### src/rtl/ret_rot_pkg.sv
// constants for the return and rotate execution block
package ret_rot_pkg;
   localparam int WORD_W = 14;            // program word width
   localparam int DATA_W = 8;             // data path width
   localparam int PC_W = 13;              // program counter width
   localparam int FADDR_W = 7;            // file address width
   localparam int STACK_DEPTH = 8;        // return stack entries
   localparam int SP_W = 3;               // stack pointer width
   // opcode patterns; OP_RETURN is compared whole, the others under masks
   localparam logic [13:0] OP_RETURN = 14'h0008;
   localparam logic [13:0] OP_RETLIT_MASK = 14'h3C00;
   localparam logic [13:0] OP_RETLIT = 14'h3400;
   localparam logic [13:0] OP_ROTL_MASK = 14'h3F00;
   localparam logic [13:0] OP_ROTL = 14'h0D00;
   localparam logic [13:0] OP_CALL_MASK = 14'h3800;
   localparam logic [13:0] OP_CALL = 14'h2000;
   // field positions
   localparam int DEST_BIT = 7;           // destination select bit
   localparam int LIT_LSB = 0;            // immediate field low bit
   localparam int FADDR_LSB = 0;          // file address low bit
   // cycle counts
   localparam int RET_CYCLES = 2;         // both return forms
   localparam int ROT_CYCLES = 1;         // rotate-left
   // reset values
   localparam logic [7:0] ACC_RST = 8'h00;
   localparam logic [12:0] PC_RST = 13'h0000;
   typedef enum logic [0:0] {
      ST_EXEC = 1'b0,                      // executing fetched word
      ST_FLUSH = 1'b1                      // refill cycle after a return
   } phase_type;
endpackage : ret_rot_pkg

### src/rtl/ret_stack.sv
// hardware return stack with registered head output
`timescale 1ns/10ps
`default_nettype none
module ret_stack (
   // clock and reset
   input wire logic clock,
   input wire logic rst,
   // push and pop
   input wire logic push,
   input wire logic [ret_rot_pkg::PC_W-1:0] push_addr,
   input wire logic pop,
   // registered head
   output logic [ret_rot_pkg::PC_W-1:0] stack_head
);
   import ret_rot_pkg::*;
   typedef struct packed {
      logic [STACK_DEPTH-1:0][PC_W-1:0] mem; // circular entries
      logic [SP_W-1:0] sp;                   // next free slot
      logic [PC_W-1:0] head;                 // top entry copy
   } stk_type;
   stk_type s_r, s_nxt;
   ////////////////////////////////////////////////////////////////
   // circular stack: overflow wraps silently, like the real core
   always_comb begin
      s_nxt = s_r;
      if (push) begin
         s_nxt.mem[s_r.sp] = push_addr;
         s_nxt.sp = s_r.sp + 3'h1;
         s_nxt.head = push_addr;
      end else if (pop) begin
         s_nxt.sp = s_r.sp - 3'h1;
         s_nxt.head = s_r.mem[s_r.sp - 3'h2];
      end
   end
   // one register for all stack state
   always_ff @(posedge clock) begin
      if (rst) begin
         s_r <= '0;
      end else begin
         s_r <= s_nxt;
      end
   end
   assign stack_head = s_r.head;
endmodule : ret_stack
`default_nettype wire

### src/rtl/return_and_rotate_exec.sv
// execution of return, return-with-literal and rotate-left
`timescale 1ns/10ps
`default_nettype none
module return_and_rotate_exec (
   // clock and reset
   input wire logic clock,
   input wire logic rst,
   // instruction word from fetch
   input wire logic [ret_rot_pkg::WORD_W-1:0] instr,
   input wire logic instr_valid,
   // call push from the rest of the core
   input wire logic [ret_rot_pkg::PC_W-1:0] pc_in,
   // file register read data and flags in
   input wire logic [ret_rot_pkg::DATA_W-1:0] file_rdata,
   input wire logic carry_in,
   // file register write back
   output logic [ret_rot_pkg::FADDR_W-1:0] file_addr,
   output logic [ret_rot_pkg::DATA_W-1:0] file_wdata,
   output logic file_we,
   // architectural results
   output logic [ret_rot_pkg::DATA_W-1:0] acc,
   output logic carry_out,
   output logic carry_we,
   output logic [ret_rot_pkg::PC_W-1:0] pc_load,
   output logic pc_load_en,
   output logic flush
);
   import ret_rot_pkg::*;
   ////////////////////////////////////////////////////////////////
   // decode helpers
   function automatic logic is_match(input logic [13:0] w, input logic [13:0] m,
                                     input logic [13:0] p);
      is_match = (w & m) == p;
   endfunction : is_match
   typedef struct packed {
      phase_type phase;              // exec or refill
      logic [DATA_W-1:0] acc;        // accumulator copy
      logic [FADDR_W-1:0] faddr;     // write-back address
      logic [DATA_W-1:0] fdata;      // write-back data
      logic fwe;                     // write-back strobe
      logic cout;                    // new carry
      logic cwe;                     // carry update strobe
      logic [PC_W-1:0] pcl;          // pc reload value
      logic pcl_en;                  // pc reload strobe
   } st_type;
   st_type st_r, st_nxt;
   logic [PC_W-1:0] stack_head;      // registered top of stack
   logic go; // word accepted this cycle
   logic do_ret; // plain return decoded
   logic do_retlit; // return with literal decoded
   logic do_rot; // rotate-left decoded
   logic do_call; // call word, pushes pc_in
   logic [DATA_W-1:0] rot_val; // rotated file value
   logic [FADDR_W-1:0] f_field; // file address field
   logic d_field; // destination select
   logic [DATA_W-1:0] k_field; // literal field
   ////////////////////////////////////////////////////////////////
   // field extraction
   // fields are cut from every word; only the decoded strobes give them meaning
   assign f_field = instr[FADDR_LSB +: FADDR_W];
   assign d_field = instr[DEST_BIT];
   assign k_field = instr[LIT_LSB +: DATA_W];
   // words arriving during the refill cycle are discarded: the fetch behind a
   // return was made from the old pc, so letting it run would execute a word
   // that the program never reaches
   assign go = instr_valid && (st_r.phase == ST_EXEC);
   assign do_ret = go && (instr == OP_RETURN);
   assign do_retlit = go && is_match(instr, OP_RETLIT_MASK, OP_RETLIT);
   assign do_rot = go && is_match(instr, OP_ROTL_MASK, OP_ROTL);
   assign do_call = go && is_match(instr, OP_CALL_MASK, OP_CALL);
   // old carry into bit 0, bit 7 out to carry
   assign rot_val = {file_rdata[DATA_W-2:0], carry_in};
   ////////////////////////////////////////////////////////////////
   // return stack; its head is a register, so the value popped by a return
   // is the latest address pushed and not yet popped, already in the register when the return is decoded
   ret_stack u_stack (
      .clock(clock),
      .rst(rst),
      .push(do_call),
      .push_addr(pc_in),
      .pop(do_ret || do_retlit),
      .stack_head(stack_head)
   );
   ////////////////////////////////////////////////////////////////
   // next-state logic; strobes are one-cycle pulses
   always_comb begin
      st_nxt = st_r;
      st_nxt.fwe = 1'b0;
      st_nxt.cwe = 1'b0;
      st_nxt.pcl_en = 1'b0;
      case (st_r.phase)
         ST_EXEC: begin
            if (do_ret || do_retlit) begin
               // pc from head, then one lost refill cycle
               st_nxt.pcl = stack_head;
               st_nxt.pcl_en = 1'b1;
               st_nxt.phase = ST_FLUSH;
               if (do_retlit) begin
                  st_nxt.acc = k_field;
               end
            end else if (do_rot) begin
               // single cycle, carry only flag
               st_nxt.cout = file_rdata[DATA_W-1];
               st_nxt.cwe = 1'b1;
               if (d_field) begin
                  st_nxt.faddr = f_field;
                  st_nxt.fdata = rot_val;
                  st_nxt.fwe = 1'b1;
               end else begin
                  st_nxt.acc = rot_val;
               end
            end
         end
         ST_FLUSH: begin
            // refill cycle: nothing is decoded, strobes stay low
            st_nxt.phase = ST_EXEC;
         end
         default: begin
            // unreachable with a one-bit phase; recover to execution
            st_nxt.phase = ST_EXEC;
         end
      endcase
   end
   // single state register
   always_ff @(posedge clock) begin
      if (rst) begin
         st_r <= '{phase: ST_EXEC, acc: ACC_RST, faddr: '0, fdata: '0, fwe: 1'b0,
                   cout: 1'b0, cwe: 1'b0, pcl: PC_RST, pcl_en: 1'b0};
      end else begin
         st_r <= st_nxt;
      end
   end
   ////////////////////////////////////////////////////////////////
   // outputs, all from flip-flops
   // flush is decoded from the phase register alone, so it carries no glitch
   assign acc = st_r.acc;
   assign file_addr = st_r.faddr;
   assign file_wdata = st_r.fdata;
   assign file_we = st_r.fwe;
   assign carry_out = st_r.cout;
   assign carry_we = st_r.cwe;
   assign pc_load = st_r.pcl;
   assign pc_load_en = st_r.pcl_en;
   assign flush = (st_r.phase == ST_FLUSH);
endmodule : return_and_rotate_exec
`default_nettype wire

### config.mk
export PLATFORM = sky130hd
export DESIGN_NAME = return_and_rotate_exec
export DESIGN_NICKNAME = d
export VERILOG_FILES = /design/src/rtl/ret_rot_pkg.sv /design/src/rtl/ret_stack.sv /design/src/rtl/return_and_rotate_exec.sv
export SDC_FILE = /design/constraint.sdc
export NUM_CORES = 1
export LEC_CHECK = 0
export BUFFER_PORTS_ARGS = -buffer_cell sky130_fd_sc_hd__buf_2
export CAP_MARGIN = 25
export CORE_MARGIN = 2
export CORE_UTILIZATION = 30
export DETAILED_ROUTE_END_ITERATION = 6
export MAX_ROUTING_LAYER = met4
export PLACE_DENSITY_LB_ADDON = 0.3
export SLEW_MARGIN = 10
export SYNTH_ARGS = -nofsm -noshare
export SYNTH_HDL_FRONTEND = slang
export SYNTH_HIERARCHICAL = 1
export SYNTH_SLANG_ARGS = --single-unit
### constraint.sdc
create_clock -name clock -period 3.6 [get_ports clock]
set_clock_uncertainty 0.1 [all_clocks]
set_input_delay 0.72 -clock clock [delete_from_list [all_inputs] [get_ports clock]]
set_output_delay 0.72 -clock clock [all_outputs]
set_load 0.03 [all_outputs]
# Word level (Yosys, flattened, before mapping)
# Index checks and enable logic that the tools add are counted.
totals:
  register_bits: 161
  inputBits: 39
  word_cells: 65
classes:
  add_sub_neg: 3
  magnitude_cmp: 3
  n_eq_ne: 6
  muxes: 15
  bitwise: 3
  reduce_logical: 16
op_table:
  columns: ["op", "count"]
  rows:
  - ["bitwise mux 104 bit", 1]
  - ["2-to-1 mux 16 bit", 3]
  - ["binary-select mux 13 bit (select 3 bit)", 1]
  - ["demux 13 bit (select 3 bit)", 1]
  - ["2-to-1 mux 13 bit", 2]
  - ["2-to-1 mux 26 bit", 1]
  - ["2-to-1 mux 8 bit", 3]
  - ["equality test 14 x 4 -> 1 bit, second input constant", 1]
  - ["< comparator 3 x 4 -> 1 bit, second input constant", 2]
  - ["AND reduction 4 bit", 2]
  - ["equality test 6 x 4 -> 1 bit, second input constant", 1]
  - ["logical AND 1 bit", 6]
  - ["equality test 4 bit, second input constant", 1]
  - ["nonzero test 2 bit", 2]
  - ["OR reduction 4 bit", 1]
  - ["adder 3 x 1 -> 3 bit, second input constant", 1]
  - ["equality test 3 bit, second input constant", 1]
  - ["greater-or-equal comparator 3 x 1 -> 1 bit, second input constant", 1]
  - ["NOT 1 bit", 3]
  - ["AND reduction 3 bit", 1]
  - ["OR reduction 3 bit", 1]
  - ["subtractor 3 x 1 -> 3 bit, second input constant", 1]
  - ["subtractor 3 x 2 -> 3 bit, second input constant", 1]
  - ["2-to-1 mux 1 bit", 2]
  - ["6 further kinds", 6]

# Logic depth before layout (Yosys ltp)
logic_depth:
  ltp_word: 6
  depth_mapped: 11
  depth_no_buf: 8

# Modules after synthesis
# Netlist, hierarchy kept.
modules_own_cells:
  columns: ["module", "instances", "cells_each", "area_each_um2"]
  rows:
  - ["ret_stack", 1, 676, 5584.1]
  - ["return_and_rotate_exec", 1, 181, 1666.6]

# Worst setup path before layout
# No wires, ideal clock.
synth_timing:
  path_kind: "input to register"
  startpoint: "input port instr[5] (netlist name)"
  endpoint: "register u_stack/s_r[15] (netlist name)"
  setup_time_ns: 0.131
  t_arrival_ns: 2.649
  path_slack_ns: 0.720
  path_stages: 9
  n_path_buf: 2
  path_cell_list: "or4_1 -> nor3_1 -> a31oi_2 -> buf_4 -> inv_1 -> buf_2 -> nor3b_1 -> o21ai_0 -> nor3b_2"
synth_between:
  elab_chain_len: 4
synth_lines:
  columns: ["item", "line", "source"]
  rows:
  - ["start, declared", "return_and_rotate_exec.sv:9", "input wire logic [ret_rot_pkg::WORD_W-1:0] instr,"]
  - ["equality test 14 x 4 -> 1 bit", "return_and_rotate_exec.sv:67", "assign do_ret = go && (instr == OP_RETURN);"]
  - ["logical AND 1 bit", "return_and_rotate_exec.sv:67", null]
  - ["logical OR 1 bit", "return_and_rotate_exec.sv:81", ".pop(do_ret || do_retlit),"]
  - ["nonzero test 2 bit (no source line)", null, null]
  - ["end signal, assigned", "ret_stack.sv:40", "s_r <= s_nxt;"]
  - ["end, declared", "ret_stack.sv:21", "stk_type s_r, s_nxt;"]
# Every way passes these cells.
# A chain may end at the register's enable or synchronous reset.

# Worst setup path after layout
layout_timing:
  startpoint: "input port instr[7] (netlist name)"
  endpoint: "register u_stack.s_r (netlist bit u_stack/stack_head[9])"
# The elaborated chain is that of the path after synthesis.

==> qor_table.md <==
| Stage | Parameter | Value |
|:---|:---|:---|
| grt | Congestion Overflow GR | 0 |
| synthesis | Number of nets in the synthesized netlist | 901 |
| sta | Final min period | 2510 ps |
| placed design | DPL Wire Length | 12.7 mm |
| floorplan | Effective utilization at floorplan | 0.307 |
| synthesis | Most common flop cell mapped by yosys | dfxtp_1 |
| clocking | Maximum count of clock buffers along a single path | 2 |
| synthesis | Post-synthesis instance area | 0.00725 sq mm |
| routing | Antenna viol nets, final | 0 |
| power and ir drop | Worst IR drop on VDD | 0.000251 V |
| sta | Slew Viols, Final | 0 |
| synthesis | Share of synthesized flip-flops with an asynchronous set or reset | 0 |
| clocking | Total of cells resized after clock tree synthesis | 0 |
| routing | First-pass iteration count of the detailed router | 5 |
| clocking | H-tree level count | 4 |
| setup path | Critical Path Source Type | input pin |
| placed design | Port Buffer Count | 79 |
| final layout | Fill count | 2497 |
| setup path | Arrival time at the worst endpoint | 2770 ps |
| routing | Violation count after the first detailed-route iteration | 555 |
| routing | Number of remaining DRC errors | 0 |
| synthesis | Number of synthesized flops with an enable pin | 0 |
| outcome | Result of the run | finished clean |
| setup path | Worst R2R Path Depth | 8 |
| synthesis | Post-synth cell types | 43 |
| setup path | Required time of the worst setup path | 3870 ps |
| grt | Antenna violations before repair | 0 |
| sta | Number of hold-slack violations in the final timing report | 0 |
| grt | Pin count of the biggest net entering global routing | 64 |
| power and ir drop | Static leakage | 3.02 nW |
| sta | Final Worst Setup Slack | 1090 ps |
| floorplan | Die Ht | 159 um |
| synthesis | Gate count of the mapped netlist | 857 |
| routing | Wirelength per Cell | 15.7 um |
| clocking | Clock tree from TritonCTS | done |
| floorplan | Number of top-level pins | 80 |
| placed design | Pre-CTS WS | 690 ps |
| hold path | Class of the tightest hold or removal check | reg -> reg |
| floorplan | Placeable core region | 0.0236 sq mm |
| final layout | Antenna Diode Count | 0 |
| synthesis | Post-synthesis register bit count | 160 |
| power and ir drop | Tot Pwr | 0.00373 W |
| clocking | Clock transition at the registers of the reported paths | 60 ps |
| sta | Final period util | 0.696 |
| final layout | Post-layout net count | 928 |
| setup path | Worst-case register-to-register setup slack | 1350 ps |
| setup path | Endpoint kind of the worst setup timing path | flip-flop |
| placed design | Weighted congestion at the end of routability-driven global placement | 0.828 |
| sta | Peak clock frequency supported by timing | 0.399 GHz |
| grt | Number of global-route vias before repair | 5454 |
| routing | Routed vias/inst | 4.86 |
| final layout | Area overhead of the layout relative to synthesis | 12.7% |
| clocking | Post-cts hold buffer count | 0 |
| floorplan | Horizontal die dimension | 159 um |
| final layout | Highest-count cells in the layout ignoring fill and taps | nand2_1 (258), dfxtp_1 (159), a21oi_1 (129) |
| sta | Setup TNS Final | 0 ps |
| run | Max capacitance violation total | 0 |
| setup path | Reg2reg end | u_stack/s_r[15] |
| synthesis | Share of synthesized area occupied by flip-flops and latches | 0.442 |
| setup path | Launch point of the critical path | instr[7] |
| clocking | Skew-Pair Late Insertion Delay | 420 ps |
| routing | Routed WL | 19.1 mm |
| sta | Unrepaired setup endpoints after global routing | false |
| sta | Slew at the pin closest to its max-slew limit | 947 ps |
| power and ir drop | Power density over cell area | 456 mW/mm^2 |
| routing | Via count of the routed design | 5914 |
| setup path | Type of the worst setup path | in -> reg |
| setup path | Endpoint of the most critical setup path | u_stack/stack_head[9] |
| setup path | Crit path max fanout | 11 |
| clocking | Number of CTS-inserted buffers | 17 |
| synthesis | Syn_area_per_cell | 8.46 sq um |
| grt | Overall Global Routing Usage | 0.156 |
| floorplan | Row count | 56 |
| final layout | Final standard cell utilization of the core | 0.346 |
| clocking | Sinks on Clock Net | 160 |
| sta | Hold Worst Slack | 350 ps |
| setup path | Launch instance of the worst register-to-register path | flush |
| synthesis | Count of synthesis-stage warnings from yosys | 6 |
| sta | Worst slew margin relative to its limit | 0.368 |
| clocking | Number of setup buffers added after CTS | 0 |
| sta | # setup viols final | 0 |
| final layout | Proportion of layout cells with a drive suffix above 1 | 0.161 |
| grt | First-pass GRT wire length | 30.8 mm |
| clocking | Clk root buf | clkbuf_16 |
| final layout | Most common cell after layout, fill and taps aside | nand2_1 |
| floorplan | Die footprint | 0.0254 sq mm |
[flip-flops by register name (all words and copies together) (netlist names)]
register,cells
pc_load,13
file_wdata,8
carry_we,1
carry_out,1
file_addr,7
file_we,1
acc,8
u_stack/s_r,107
u_stack/stack_head,13
flush,1
[final cells by class]
type | count | area [sq um] | share of cell area
multi-input cells | 604 | 3470 | 0.425
flip-flops and latches | 160 | 3210 | 0.392
repair buffers | 95 | 531 | 0.0649
clock buffers | 22 | 454 | 0.0556
well taps | 319 | 399 | 0.0488
clock inverters | 10 | 88.8 | 0.0109
inverters | 6 | 22.5 | 0.00276
[cells in the mapped netlist (2+ instances only)]
cell type	instances	area (sq um)
nand2_1	258	968
dfxtp_1	160	3200
a21oi_1	129	646
mux2i_1	74	741
a22oi_1	33	248
buf_2	29	145
buf_4	26	195
clkbuf_1	19	71.3
nor2_1	15	56.3
or3b_1	13	114
buf_6	12	135
nand3_1	12	60.1
a31o_1	10	87.6
nor3_1	7	35.0
inv_1	6	22.5
o31ai_1	5	37.5
and3_1	4	25.0
and3b_2	4	40.0
ha_1	4	50.1
a31o_2	3	26.3
nand3b_4	3	60.1
o21ai_0	3	15.0
a211oi_1	2	15.0
and2_1	2	12.5
nand3b_1	2	15.0
nor3_2	2	20.0
nor3b_1	2	15.0
nor3b_2	2	25.0
nor4_1	2	12.5
[metrics by stage]
| stage | cell area, sq um | instances |
|---|---|---|
| 2_1_floorplan | 7250 | 857 |
| 3_3_place_gp | 7630 | 1184 |
| 3_5_place_dp | 7630 | 1184 |
| 4_1_cts | 8170 | 1216 |
| 5_1_grt | 8170 | 1216 |
| 6_report | 8170 | 1216 |
[worst min-delay path by stage]
stage,startpoint,to,depth (start not counted),slack [ps]
floorplan,u_stack/s_r[100],u_stack/s_r[100],2,340
global placement,u_stack/s_r[94],u_stack/s_r[94],2,340
detailed placement,u_stack/s_r[26],u_stack/s_r[26],2,350
CTS,file_wdata[1],file_wdata[1],2,350
global route,u_stack/s_r[43],u_stack/s_r[43],2,370
finish,file_wdata[1],file_wdata[1],2,350
[layer usage]
metal / global-route usage / vias up / routed length [um]
met5: - / - / 0
met4: 0.0376 / 0 / 138
met3: 0.0370 / 11 / 1070
met2: 0.223 / 168 / 8320
met1: 0.222 / 2776 / 9540
li1: - / 2959 / -
[kinds of logic after synthesis]
family | count (synthesis) | synth area share
DFF | 160 | 0.442
muxes | 74 | 0.102
AOI/OAI and AO/OA | 188 | 0.152
adders and majority gates | 5 | 0.00966
buffers and inverters | 93 | 0.0806
xor gates and xnor gates | 1 | 0.00121
and+or+nand+nor | 336 | 0.212
[power breakdown]
group | switching, W | total [W] | internal (W)
clock network | 0.000729 | 0.00169 | 0.000965
logic | 0.000157 | 0.000236 | 0.0000786
registers | 0.0000178 | 0.00180 | 0.00178
total | 0.000904 | 0.00373 | 0.00283
[worst max-delay path, cell delays in order]
cell and delay, ps:
buf_2 180, or4_1 490, nor3_1 290, a31oi_2 180
inv_1 210, nor3b_2 310, buf_4 240, a31o_1 150
No activity file was read; power rests on OpenSTA's default activity.
